<file path="src/logic/pbc_defines.svh">
`ifndef PBC_DEFINES_SVH
`define PBC_DEFINES_SVH

// ==========================================================
// Register byte offsets (low address bits decoded)
`define PBC_DEC_W 12
`define PBC_OFS_HDR 12'h280
`define PBC_OFS_SEL 12'h284
`define PBC_OFS_WIN 12'h288
`define PBC_OFS_FLAG 12'h28c
`define PBC_OFS_VAL 12'h300
`define PBC_OFS_SYSCTL 12'h340
`define PBC_ALIGN_MASK 12'hffc
`define PBC_WORD_BYTES 12'h004

// ==========================================================
// Counts, widths and values
`define PBC_NUM_VAL 10
`define PBC_MAX_VAL 16
`define PBC_SEL_W 8
`define PBC_SEL_MAX 8'h09
`define PBC_STRUCTURE_IDENTIFIER_PWRB 16'h0004
`define PBC_STRUCTURE_VERSION_ONE 4'h1
`define PBC_RST_WORD 32'h0000_0000
`define PBC_HRESP_OKAY 1'b0

`endif

</file>
<file path="src/logic/pbc_pkg.sv">
package pbc_pkg;

  // ========================================================
  // Capability header word layout
  typedef struct packed {
    logic [11:0] next_structure_pointer;
    logic [3:0] structure_version;
    logic [15:0] structure_identifier;
  } pbc_header_s;

  // ========================================================
  // Configuration loader write port
  typedef struct packed {
    logic wr;
    logic [11:0] addr;
    logic [31:0] data;
  } pbc_load_s;

endpackage

</file>
<file path="src/logic/pbc_regs.sv">
// Summary of operation
// [RL1] Header holds identifier and next pointer, reset zero
// [RL2] Header holds four-bit structure version field
// [RL3] Eight-bit select field picks reported value
// [RL4] Select above nine reads window as zero
// [RL5] Window returns selected value, else zero
// [RL6] Sticky system-allocated flag, resets to zero
// [RL7] Loader fills identifier, version, flag from EEPROM
// [RL8] Ten sticky values bus-writable only when unlocked
// [RL9] Loader writes despite lock, dropped in a hot reset cycle; sticky survives hot reset
`timescale 1ns/1ps

`include "pbc_defines.svh"

module pbc_regs
  import pbc_pkg::*;
#(
  parameter int NUM_VAL = `PBC_NUM_VAL
) (
  input wire logic clock_in,
  input wire logic rst_in,
  input wire logic hot_rst_in,
  input wire logic hsel_in,
  input wire logic [31:0] haddr_in,
  input wire logic [1:0] htrans_in,
  input wire logic hwrite_in,
  input wire logic [2:0] hsize_in,
  input wire logic [31:0] hwdata_in,
  input wire logic hready_in,
  input wire pbc_load_s load_in,
  output logic [31:0] hrdata_out,
  output logic hreadyout_out,
  output logic hresp_out,
  output logic system_allocated_out,
  output logic value_write_unlock_out
);

  // ========================================================
  // Parameter check
  if (NUM_VAL < 1 || NUM_VAL > `PBC_MAX_VAL) begin : g_chk
    $error("pbc_regs: NUM_VAL out of range");
  end

  // ========================================================
  // State
  typedef struct packed {
    pbc_header_s hdr;
    logic [`PBC_SEL_W-1:0] value_select_field;
    logic system_allocated_flag;
    logic value_write_unlock;
    logic [NUM_VAL-1:0][31:0] vals;
    logic wpend;
    logic [11:0] waddr;
    logic stall;
    logic [11:0] raddr;
    logic [31:0] hrdata;
    logic hready;
    logic hresp;
  } pbc_state_s;

  localparam pbc_state_s STATE_RST = '{
    hdr: `PBC_RST_WORD,
    value_select_field: '0,
    system_allocated_flag: 1'b0,
    value_write_unlock: 1'b0,
    vals: '0,
    wpend: 1'b0,
    waddr: '0,
    stall: 1'b0,
    raddr: '0,
    hrdata: `PBC_RST_WORD,
    hready: 1'b1,
    hresp: `PBC_HRESP_OKAY
  };

  pbc_state_s s_q;
  pbc_state_s s_d;
  logic [31:0] win_w;
  logic acc_w;

  // ========================================================
  // Helpers
  function automatic logic [11:0] val_ofs(input int i);
    val_ofs = 12'(`PBC_OFS_VAL + i * `PBC_WORD_BYTES);
  endfunction

  function automatic logic [31:0] window(input pbc_state_s s);
    window = `PBC_RST_WORD;
    for (int i = 0; i < NUM_VAL; i++) begin
      if (s.value_select_field == 8'(i)) begin
        window = s.vals[i]; // RL5
      end
    end
  endfunction

  function automatic logic [31:0] read_word(input pbc_state_s s,
                                            input logic [11:0] a);
    logic [11:0] al;
    al = a & `PBC_ALIGN_MASK;
    read_word = `PBC_RST_WORD;
    case (al)
      `PBC_OFS_HDR: read_word = s.hdr; // RL1
      `PBC_OFS_SEL: read_word[`PBC_SEL_W-1:0] = s.value_select_field;
      `PBC_OFS_WIN: read_word = window(s); // RL4
      `PBC_OFS_FLAG: read_word[0] = s.system_allocated_flag; // RL6
      `PBC_OFS_SYSCTL: read_word[0] = s.value_write_unlock;
      default: begin
        for (int i = 0; i < NUM_VAL; i++) begin
          if (al == val_ofs(i)) begin
            read_word = s.vals[i];
          end
        end
      end
    endcase
  endfunction

  function automatic pbc_state_s write_word(input pbc_state_s s,
                                            input logic [11:0] a,
                                            input logic [31:0] d,
                                            input logic loader);
    logic [11:0] al;
    logic ok;
    al = a & `PBC_ALIGN_MASK;
    ok = loader | s.value_write_unlock; // RL9
    write_word = s;
    case (al)
      `PBC_OFS_HDR: begin
        if (ok) begin
          write_word.hdr = pbc_header_s'(d); // RL1 RL2 RL7
        end
      end
      `PBC_OFS_SEL: begin
        write_word.value_select_field = d[`PBC_SEL_W-1:0]; // RL3
      end
      `PBC_OFS_FLAG: begin
        if (ok) begin
          write_word.system_allocated_flag = d[0]; // RL6
        end
      end
      `PBC_OFS_SYSCTL: begin
        write_word.value_write_unlock = d[0];
      end
      default: begin
        for (int i = 0; i < NUM_VAL; i++) begin
          if (ok && al == val_ofs(i)) begin
            write_word.vals[i] = d; // RL8
          end
        end
      end
    endcase
  endfunction

  // ========================================================
  // Next state
  assign acc_w = hsel_in & hready_in & htrans_in[1];
  assign win_w = window(s_q);

  always_comb begin
    s_d = s_q;
    s_d.wpend = 1'b0;
    if (s_q.wpend) begin
      s_d = write_word(s_d, s_q.waddr, hwdata_in, 1'b0);
    end
    if (s_q.stall) begin
      s_d.hrdata = read_word(s_q, s_q.raddr);
      s_d.hready = 1'b1;
      s_d.stall = 1'b0;
    end
    if (acc_w) begin
      if (hwrite_in) begin
        s_d.wpend = 1'b1;
        s_d.waddr = haddr_in[`PBC_DEC_W-1:0];
      end else if (s_q.wpend) begin
        // Read right behind a write waits one cycle
        s_d.stall = 1'b1;
        s_d.hready = 1'b0;
        s_d.raddr = haddr_in[`PBC_DEC_W-1:0];
      end else begin
        s_d.hrdata = read_word(s_q, haddr_in[`PBC_DEC_W-1:0]);
      end
    end
    if (load_in.wr) begin
      s_d = write_word(s_d, load_in.addr, load_in.data, 1'b1); // RL9
    end
    if (hot_rst_in) begin
      // Hot reset keeps sticky fields only
      s_d = STATE_RST; // RL9
      s_d.system_allocated_flag = s_q.system_allocated_flag; // RL6
      s_d.vals = s_q.vals; // RL8
    end
  end

  always_ff @(posedge clock_in) begin
    if (rst_in) begin
      s_q <= STATE_RST;
    end else begin
      s_q <= s_d;
    end
  end

  assign hrdata_out = s_q.hrdata;
  assign hreadyout_out = s_q.hready;
  assign hresp_out = s_q.hresp;
  assign system_allocated_out = s_q.system_allocated_flag;
  assign value_write_unlock_out = s_q.value_write_unlock;

  // ========================================================
  // Checks
  logic rd_hdr_w;
  logic rd_win_w;
  logic wr_quiet_w;
  assign rd_hdr_w = acc_w & ~hwrite_in & ~s_q.wpend &
    ((haddr_in[`PBC_DEC_W-1:0] & `PBC_ALIGN_MASK) == `PBC_OFS_HDR);
  assign rd_win_w = acc_w & ~hwrite_in & ~s_q.wpend &
    ((haddr_in[`PBC_DEC_W-1:0] & `PBC_ALIGN_MASK) == `PBC_OFS_WIN);
  assign wr_quiet_w = s_q.wpend & ~load_in.wr & ~hot_rst_in;

  property p_hdr_read;
    @(posedge clock_in) disable iff (rst_in)
    rd_hdr_w && !hot_rst_in |=> hrdata_out == $past(s_q.hdr);
  endproperty
  a_hdr_read: assert property (p_hdr_read) // RL1
    else $error("header read mismatch");

  property p_version_write;
    @(posedge clock_in) disable iff (rst_in)
    wr_quiet_w && s_q.value_write_unlock &&
    (s_q.waddr & `PBC_ALIGN_MASK) == `PBC_OFS_HDR
    |=> s_q.hdr == pbc_header_s'($past(hwdata_in));
  endproperty
  a_version_write: assert property (p_version_write) // RL2
    else $error("version field not written");

  property p_select_write;
    @(posedge clock_in) disable iff (rst_in)
    wr_quiet_w && (s_q.waddr & `PBC_ALIGN_MASK) == `PBC_OFS_SEL
    |=> s_q.value_select_field == $past(hwdata_in[`PBC_SEL_W-1:0]);
  endproperty
  a_select_write: assert property (p_select_write) // RL3
    else $error("select field not written");

  property p_window_zero;
    @(posedge clock_in) disable iff (rst_in)
    s_q.value_select_field > `PBC_SEL_MAX |-> win_w == `PBC_RST_WORD;
  endproperty
  a_window_zero: assert property (p_window_zero) // RL4
    else $error("window not zero for large select");

  property p_window_read;
    @(posedge clock_in) disable iff (rst_in)
    rd_win_w && !hot_rst_in |=> hrdata_out ==
      ($past(s_q.value_select_field) < NUM_VAL ?
       $past(s_q.vals[s_q.value_select_field]) : `PBC_RST_WORD);
  endproperty
  a_window_read: assert property (p_window_read) // RL5
    else $error("window read mismatch");

  property p_sa_sticky;
    @(posedge clock_in) disable iff (rst_in)
    hot_rst_in |=> system_allocated_out == $past(system_allocated_out)
                   && !value_write_unlock_out;
  endproperty
  a_sa_sticky: assert property (p_sa_sticky) // RL6
    else $error("allocated flag lost on hot reset");

  property p_sa_reset;
    @(posedge clock_in)
    rst_in |=> !system_allocated_out && s_q.hdr == `PBC_RST_WORD;
  endproperty
  a_sa_reset: assert property (p_sa_reset) // RL6
    else $error("fundamental reset did not clear");

  property p_val_locked;
    @(posedge clock_in) disable iff (rst_in)
    wr_quiet_w && !s_q.value_write_unlock
    |=> $stable(s_q.vals) [*1] ##0 $stable(s_q.hdr);
  endproperty
  a_val_locked: assert property (p_val_locked) // RL8
    else $error("locked register was written");

  property p_loader_write;
    @(posedge clock_in) disable iff (rst_in)
    load_in.wr && !hot_rst_in && !value_write_unlock_out &&
    (load_in.addr & `PBC_ALIGN_MASK) == val_ofs(0)
    |=> s_q.vals[0] == $past(load_in.data);
  endproperty
  a_loader_write: assert property (p_loader_write) // RL9
    else $error("loader write dropped");

  property p_hot_clear;
    @(posedge clock_in) disable iff (rst_in)
    hot_rst_in |=> s_q.hdr == `PBC_RST_WORD &&
      s_q.value_select_field == '0 && s_q.vals == $past(s_q.vals);
  endproperty
  a_hot_clear: assert property (p_hot_clear) // RL9
    else $error("hot reset handling wrong");

  property p_stall;
    @(posedge clock_in) disable iff (rst_in)
    acc_w && !hwrite_in && s_q.wpend && !hot_rst_in
    |=> !hreadyout_out ##1 hreadyout_out;
  endproperty
  a_stall: assert property (p_stall)
    else $error("read after write not stalled once");

  property p_okay;
    @(posedge clock_in) disable iff (rst_in)
    hresp_out == `PBC_HRESP_OKAY;
  endproperty
  a_okay: assert property (p_okay)
    else $error("response not okay");

  c_window_valid: cover property (@(posedge clock_in)
    rd_win_w && s_q.value_select_field < NUM_VAL);
  c_stall: cover property (@(posedge clock_in)
    acc_w && !hwrite_in && s_q.wpend);
  c_locked_drop: cover property (@(posedge clock_in)
    wr_quiet_w && !s_q.value_write_unlock);
  c_pwrb_id: cover property (@(posedge clock_in)
    s_q.hdr.structure_identifier == `PBC_STRUCTURE_IDENTIFIER_PWRB &&
    s_q.hdr.structure_version == `PBC_STRUCTURE_VERSION_ONE);

endmodule

</file>
<file path="config.mk">
export PLATFORM = sky130hd
export DESIGN_NAME = pbc_regs
export DESIGN_NICKNAME = d
export VERILOG_FILES = /design/src/logic/pbc_pkg.sv /design/src/logic/pbc_regs.sv
export VERILOG_INCLUDE_DIRS = /design/src /design/src/logic
export SDC_FILE = /design/constraint.sdc
export NUM_CORES = 2
export LEC_CHECK = 0
export ABC_AREA = 1
export BUFFER_PORTS_ARGS = -buffer_cell sky130_fd_sc_hd__buf_4
export CAP_MARGIN = 10
export CORE_UTILIZATION = 40
export CTS_BUF_LIST = sky130_fd_sc_hd__clkbuf_8
export DETAILED_ROUTE_END_ITERATION = 8
export GPL_TIMING_DRIVEN = 0
export PLACE_DENSITY = 0.52
export SETUP_SLACK_MARGIN = 0.4
export SLEW_MARGIN = 20
export SYNTH_ARGS = -nofsm -noshare
export SYNTH_HDL_FRONTEND = slang
export SYNTH_SLANG_ARGS = --single-unit
export TNS_END_PERCENT = 10
</file>
<file path="constraint.sdc">
create_clock -name clock_in -period 2.2 [get_ports clock_in]
set_input_delay 0.33 -clock clock_in [delete_from_list [all_inputs] [get_ports clock_in]]
set_output_delay 0.33 -clock clock_in [all_outputs]
set_load 0.005 [all_outputs]
</file>
==> reports/results.tsv <==
metric	value	unit
Initial Utilization	0.404	
vias in the first global route	35700	
worst relative slew slack	0.0997	
Vias	41300	
Pwr Density	470	nW/um^2
Post-synth EDFFs	0	
FP Rows	99	
Final WS setup	-703	ps
Final Cycle Share	1.32	
post-route insts no fill	6304	
Slew @ Worst Pin	1350	ps
GPL Wtd Cong	1.09	
final net count	5398	
layout cells sized above 1	0.186	
DRT Wirelength	194000	microns
Max Cap Violations	0	
Netlist cell types	46	
final hold vios	0	
total negative slack	-26420	ps
Avg Inst Size Synth	6.03	sq um
Main synth FF type	dfxtp_1	
Synth Register Bits	417	
ANT nets after route	0	
CP Launch Type	flop	
Die Y	273	microns
status	finished with violations	
initial antenna violation count	9	
CTS tree	yes	
DRC violations left	0	
clock-pin transition on the worst setup and hold timing paths	60	ps
critical register-to-register path startpoint	s_q[383]$_SDFF_PP0_	
Initial DRC Count	7469	
global route total overflow	0	
critical path launch point	s_q[383]$_SDFF_PP0_	
Final Skew	30.7	ps
sequential area share after synthesis	0.284	
Sink Count	417	
Post-Syn Nets	5003	
Syn. warnings	0	
HP Class	in2reg	
clk buf depth	3	
core area	72800	sq um
IO buf count	125	
CP required	2830	ps
die span in x	273	microns
mapped cell area	29400	sq um
H-tree levels	3	
dpl cells	5967	
Root Buffer	clkbuf_8	
failing checks	setup timing	
Peak VDD IR	0.434	mV
CTS buffer count	87	
first-pass GRT wire length	263000	microns
Period minus WS final	2900	ps
Worst EP arrival	3530	ps
R2R cell count	16	
Worst Path Max Fanout	7	
hpwl dp	150000	microns
Crit Path Category	reg2reg	
drt pass-1 iters	9	
post-synthesis to final-layout area growth	28.0	%
insertion delay to the later sink of the worst-skew pair	750	ps
Vias per Instance	6.55	
Die Area	74700	sq um
R2R setup slack	-700	ps
gr usage total	0.497	
Async SR Flop Fraction	0	
FMAX	345	MHz
final setup violation count	208	
Synth Instances	4883	
Worst Setup EP	hrdata_out[3]$_SDFF_PP0_	
RSZ-0062 raised after global routing	yes	
Pleak	14.0	nW
num ports	156	
pin count of the biggest net entering global routing	13	
Slew Limit Fails	0	
critical path capture point type	flop	
WL/cell	30.8	microns
capturing point of the worst reg2reg path	hrdata_out[3]$_SDFF_PP0_	
## logic make-up after synthesis
family | Yosys count | synth area share
AO/OA/AOI/OAI | 1512 | 0.290
buffers and inverters | 850 | 0.118
flip-flops | 417 | 0.284
other | 1 | 0.000127
AND/OR/NAND/NOR | 2103 | 0.308
## cells in the mapped netlist, types with 5 or more instances
library cell  count  area, sq um
a211oi_1          5         37.5
a21oi_1         305         1530
a22oi_1           8         60.1
buf_1             7         26.3
buf_2            73          365
buf_4            47          353
clkbuf_1        285         1070
clkinv_1          5         18.8
dfxtp_1         417         8350
inv_1           406         1520
inv_2            25         93.8
nand2_1        1206         4530
nand2_2           9         56.3
nand3_1         238         1190
nand3b_1          6         45.0
nand4_1         142          888
nor2_1          401         1510
nor2_2           13         81.3
nor2_4           12          135
nor3_1           35          175
nor3_2            8         80.1
nor4_1            9         56.3
nor4_4            5          106
o211ai_1        232         1740
o21ai_0         644         3220
o21ai_1          75          375
o21bai_1         15          113
o22ai_1         214         1340
## routing by layer
metal	GRT usage	wire length, microns	vias to the layer above
li1	-	-	17500
met2	0.702	76800	3515
met1	0.632	72100	19500
met5	0	59	-
met4	0.331	15700	8
met3	0.174	29600	849
## cell usage in the layout, fill, tap and decap left out, drive strengths merged, types with 5 or more instances in the layout
master / Yosys / routed
clkinv: 5 / 9
o22ai: 214 / 214
clkbuf: 285 / 386
or2: 5 / 5
nand2: 1218 / 1218
dlygate4sd3: 0 / 40
o211ai: 232 / 232
buf: 129 / 401
a21oi: 306 / 306
o21bai: 15 / 15
nor3: 44 / 44
nor2: 428 / 428
nand4: 143 / 143
o21ai: 719 / 719
a211oi: 5 / 5
a22oi: 8 / 8
nand3: 243 / 244
nand3b: 6 / 6
inv: 431 / 458
clkinvlp: 0 / 5
diode: 0 / 11
nor4: 16 / 16
dfxtp: 417 / 417
## state kept, by name, summed over array words and instances (netlist names)
name / flops
hrdata_out: 32
system_allocated_out: 1
s_q: 382
hreadyout_out: 1
value_write_unlock_out: 1
## critical path, stage by stage (launching register included)
cell and delay, ps:
dfxtp_4 410, nand2_2 190, nor2_4 90, nand2_4 100
clkinvlp_4 220, nand2_1 130, nand4_1 170, a21oi_2 250
nand4_1 470, nand2_1 220, nand2_1 90, nand2_1 70
nand2_1 60, nor2_2 120, nor2_1 60, nand2_1 90
inv_1 30
## repair_timing
item | CTS | global route
hold endpoints to repair | 49 | 0
resized for setup | 533 | 238
pin swaps | 158 | 114
hold buffers | 40 | 0
buffers inserted | 101 | 32
gates cloned | 4 | 4
endpoints found under the setup margin | 414 | 408
## worst min-delay path by stage
| stage | start | to | slack (ps) | depth (start not counted) |
|---|---|---|---|---|
| floorplan | haddr_in[9] | s_q[56]$_SDFFE_PP0P_ | 460 | 2 |
| global placement | hreadyout_out$_SDFF_PP1_ | hreadyout_out$_SDFF_PP1_ | 500 | 2 |
| detailed placement | s_q[38]$_SDFFE_PP0P_ | s_q[38]$_SDFFE_PP0P_ | 500 | 2 |
| CTS | load_in[0] | value_write_unlock_out$_SDFF_PP0_ | 2 | 3 |
| global route | load_in[16] | s_q[406]$_SDFF_PP0_ | 60 | 4 |
| finish | load_in[3] | s_q[63]$_SDFFE_PP0N_ | 30 | 3 |
## report_power, final
| group | total [W] | leakage (nW) | internal (W) | switching (W) |
|---|---|---|---|---|
| clock network | 0.00871 | 0.961 | 0.00450 | 0.00421 |
| registers | 0.00756 | 3.38 | 0.00755 | 0.0000110 |
| logic | 0.00146 | 9.71 | 0.000331 | 0.00112 |
| total | 0.0177 | 14.0 | 0.0124 | 0.00534 |
## final cells by class
type,instances,area (sq um)
fillers,7711,35200
plain buffers,414,2460
diodes,11,27.5
well taps,959,1200
flip-flops and latches,417,8420
clock inverters,37,199
multi-input cells,3617,19300
inverters,436,1720
clock buffers,108,1490
repair buffers,305,2810
## stage by stage
step | utilization | hold slack (ps) | total power, W | setup slack, ps | cell area, sq um
global placement | 0.434 | 498 | 0.00902 | -1090 | 31600
detailed placement | 0.435 | 499 | 0.00902 | -1100 | 31700
finish | 0.517 | 31.7 | 0.0177 | -703 | 37700
global route | 0.517 | 62.1 | 0.0179 | -662 | 37700
floorplan | - | 465 | 0.00825 | 324 | 29500
CTS | 0.502 | 2.19 | 0.0175 | -342 | 36500
(Power assumes the default switching activity.)
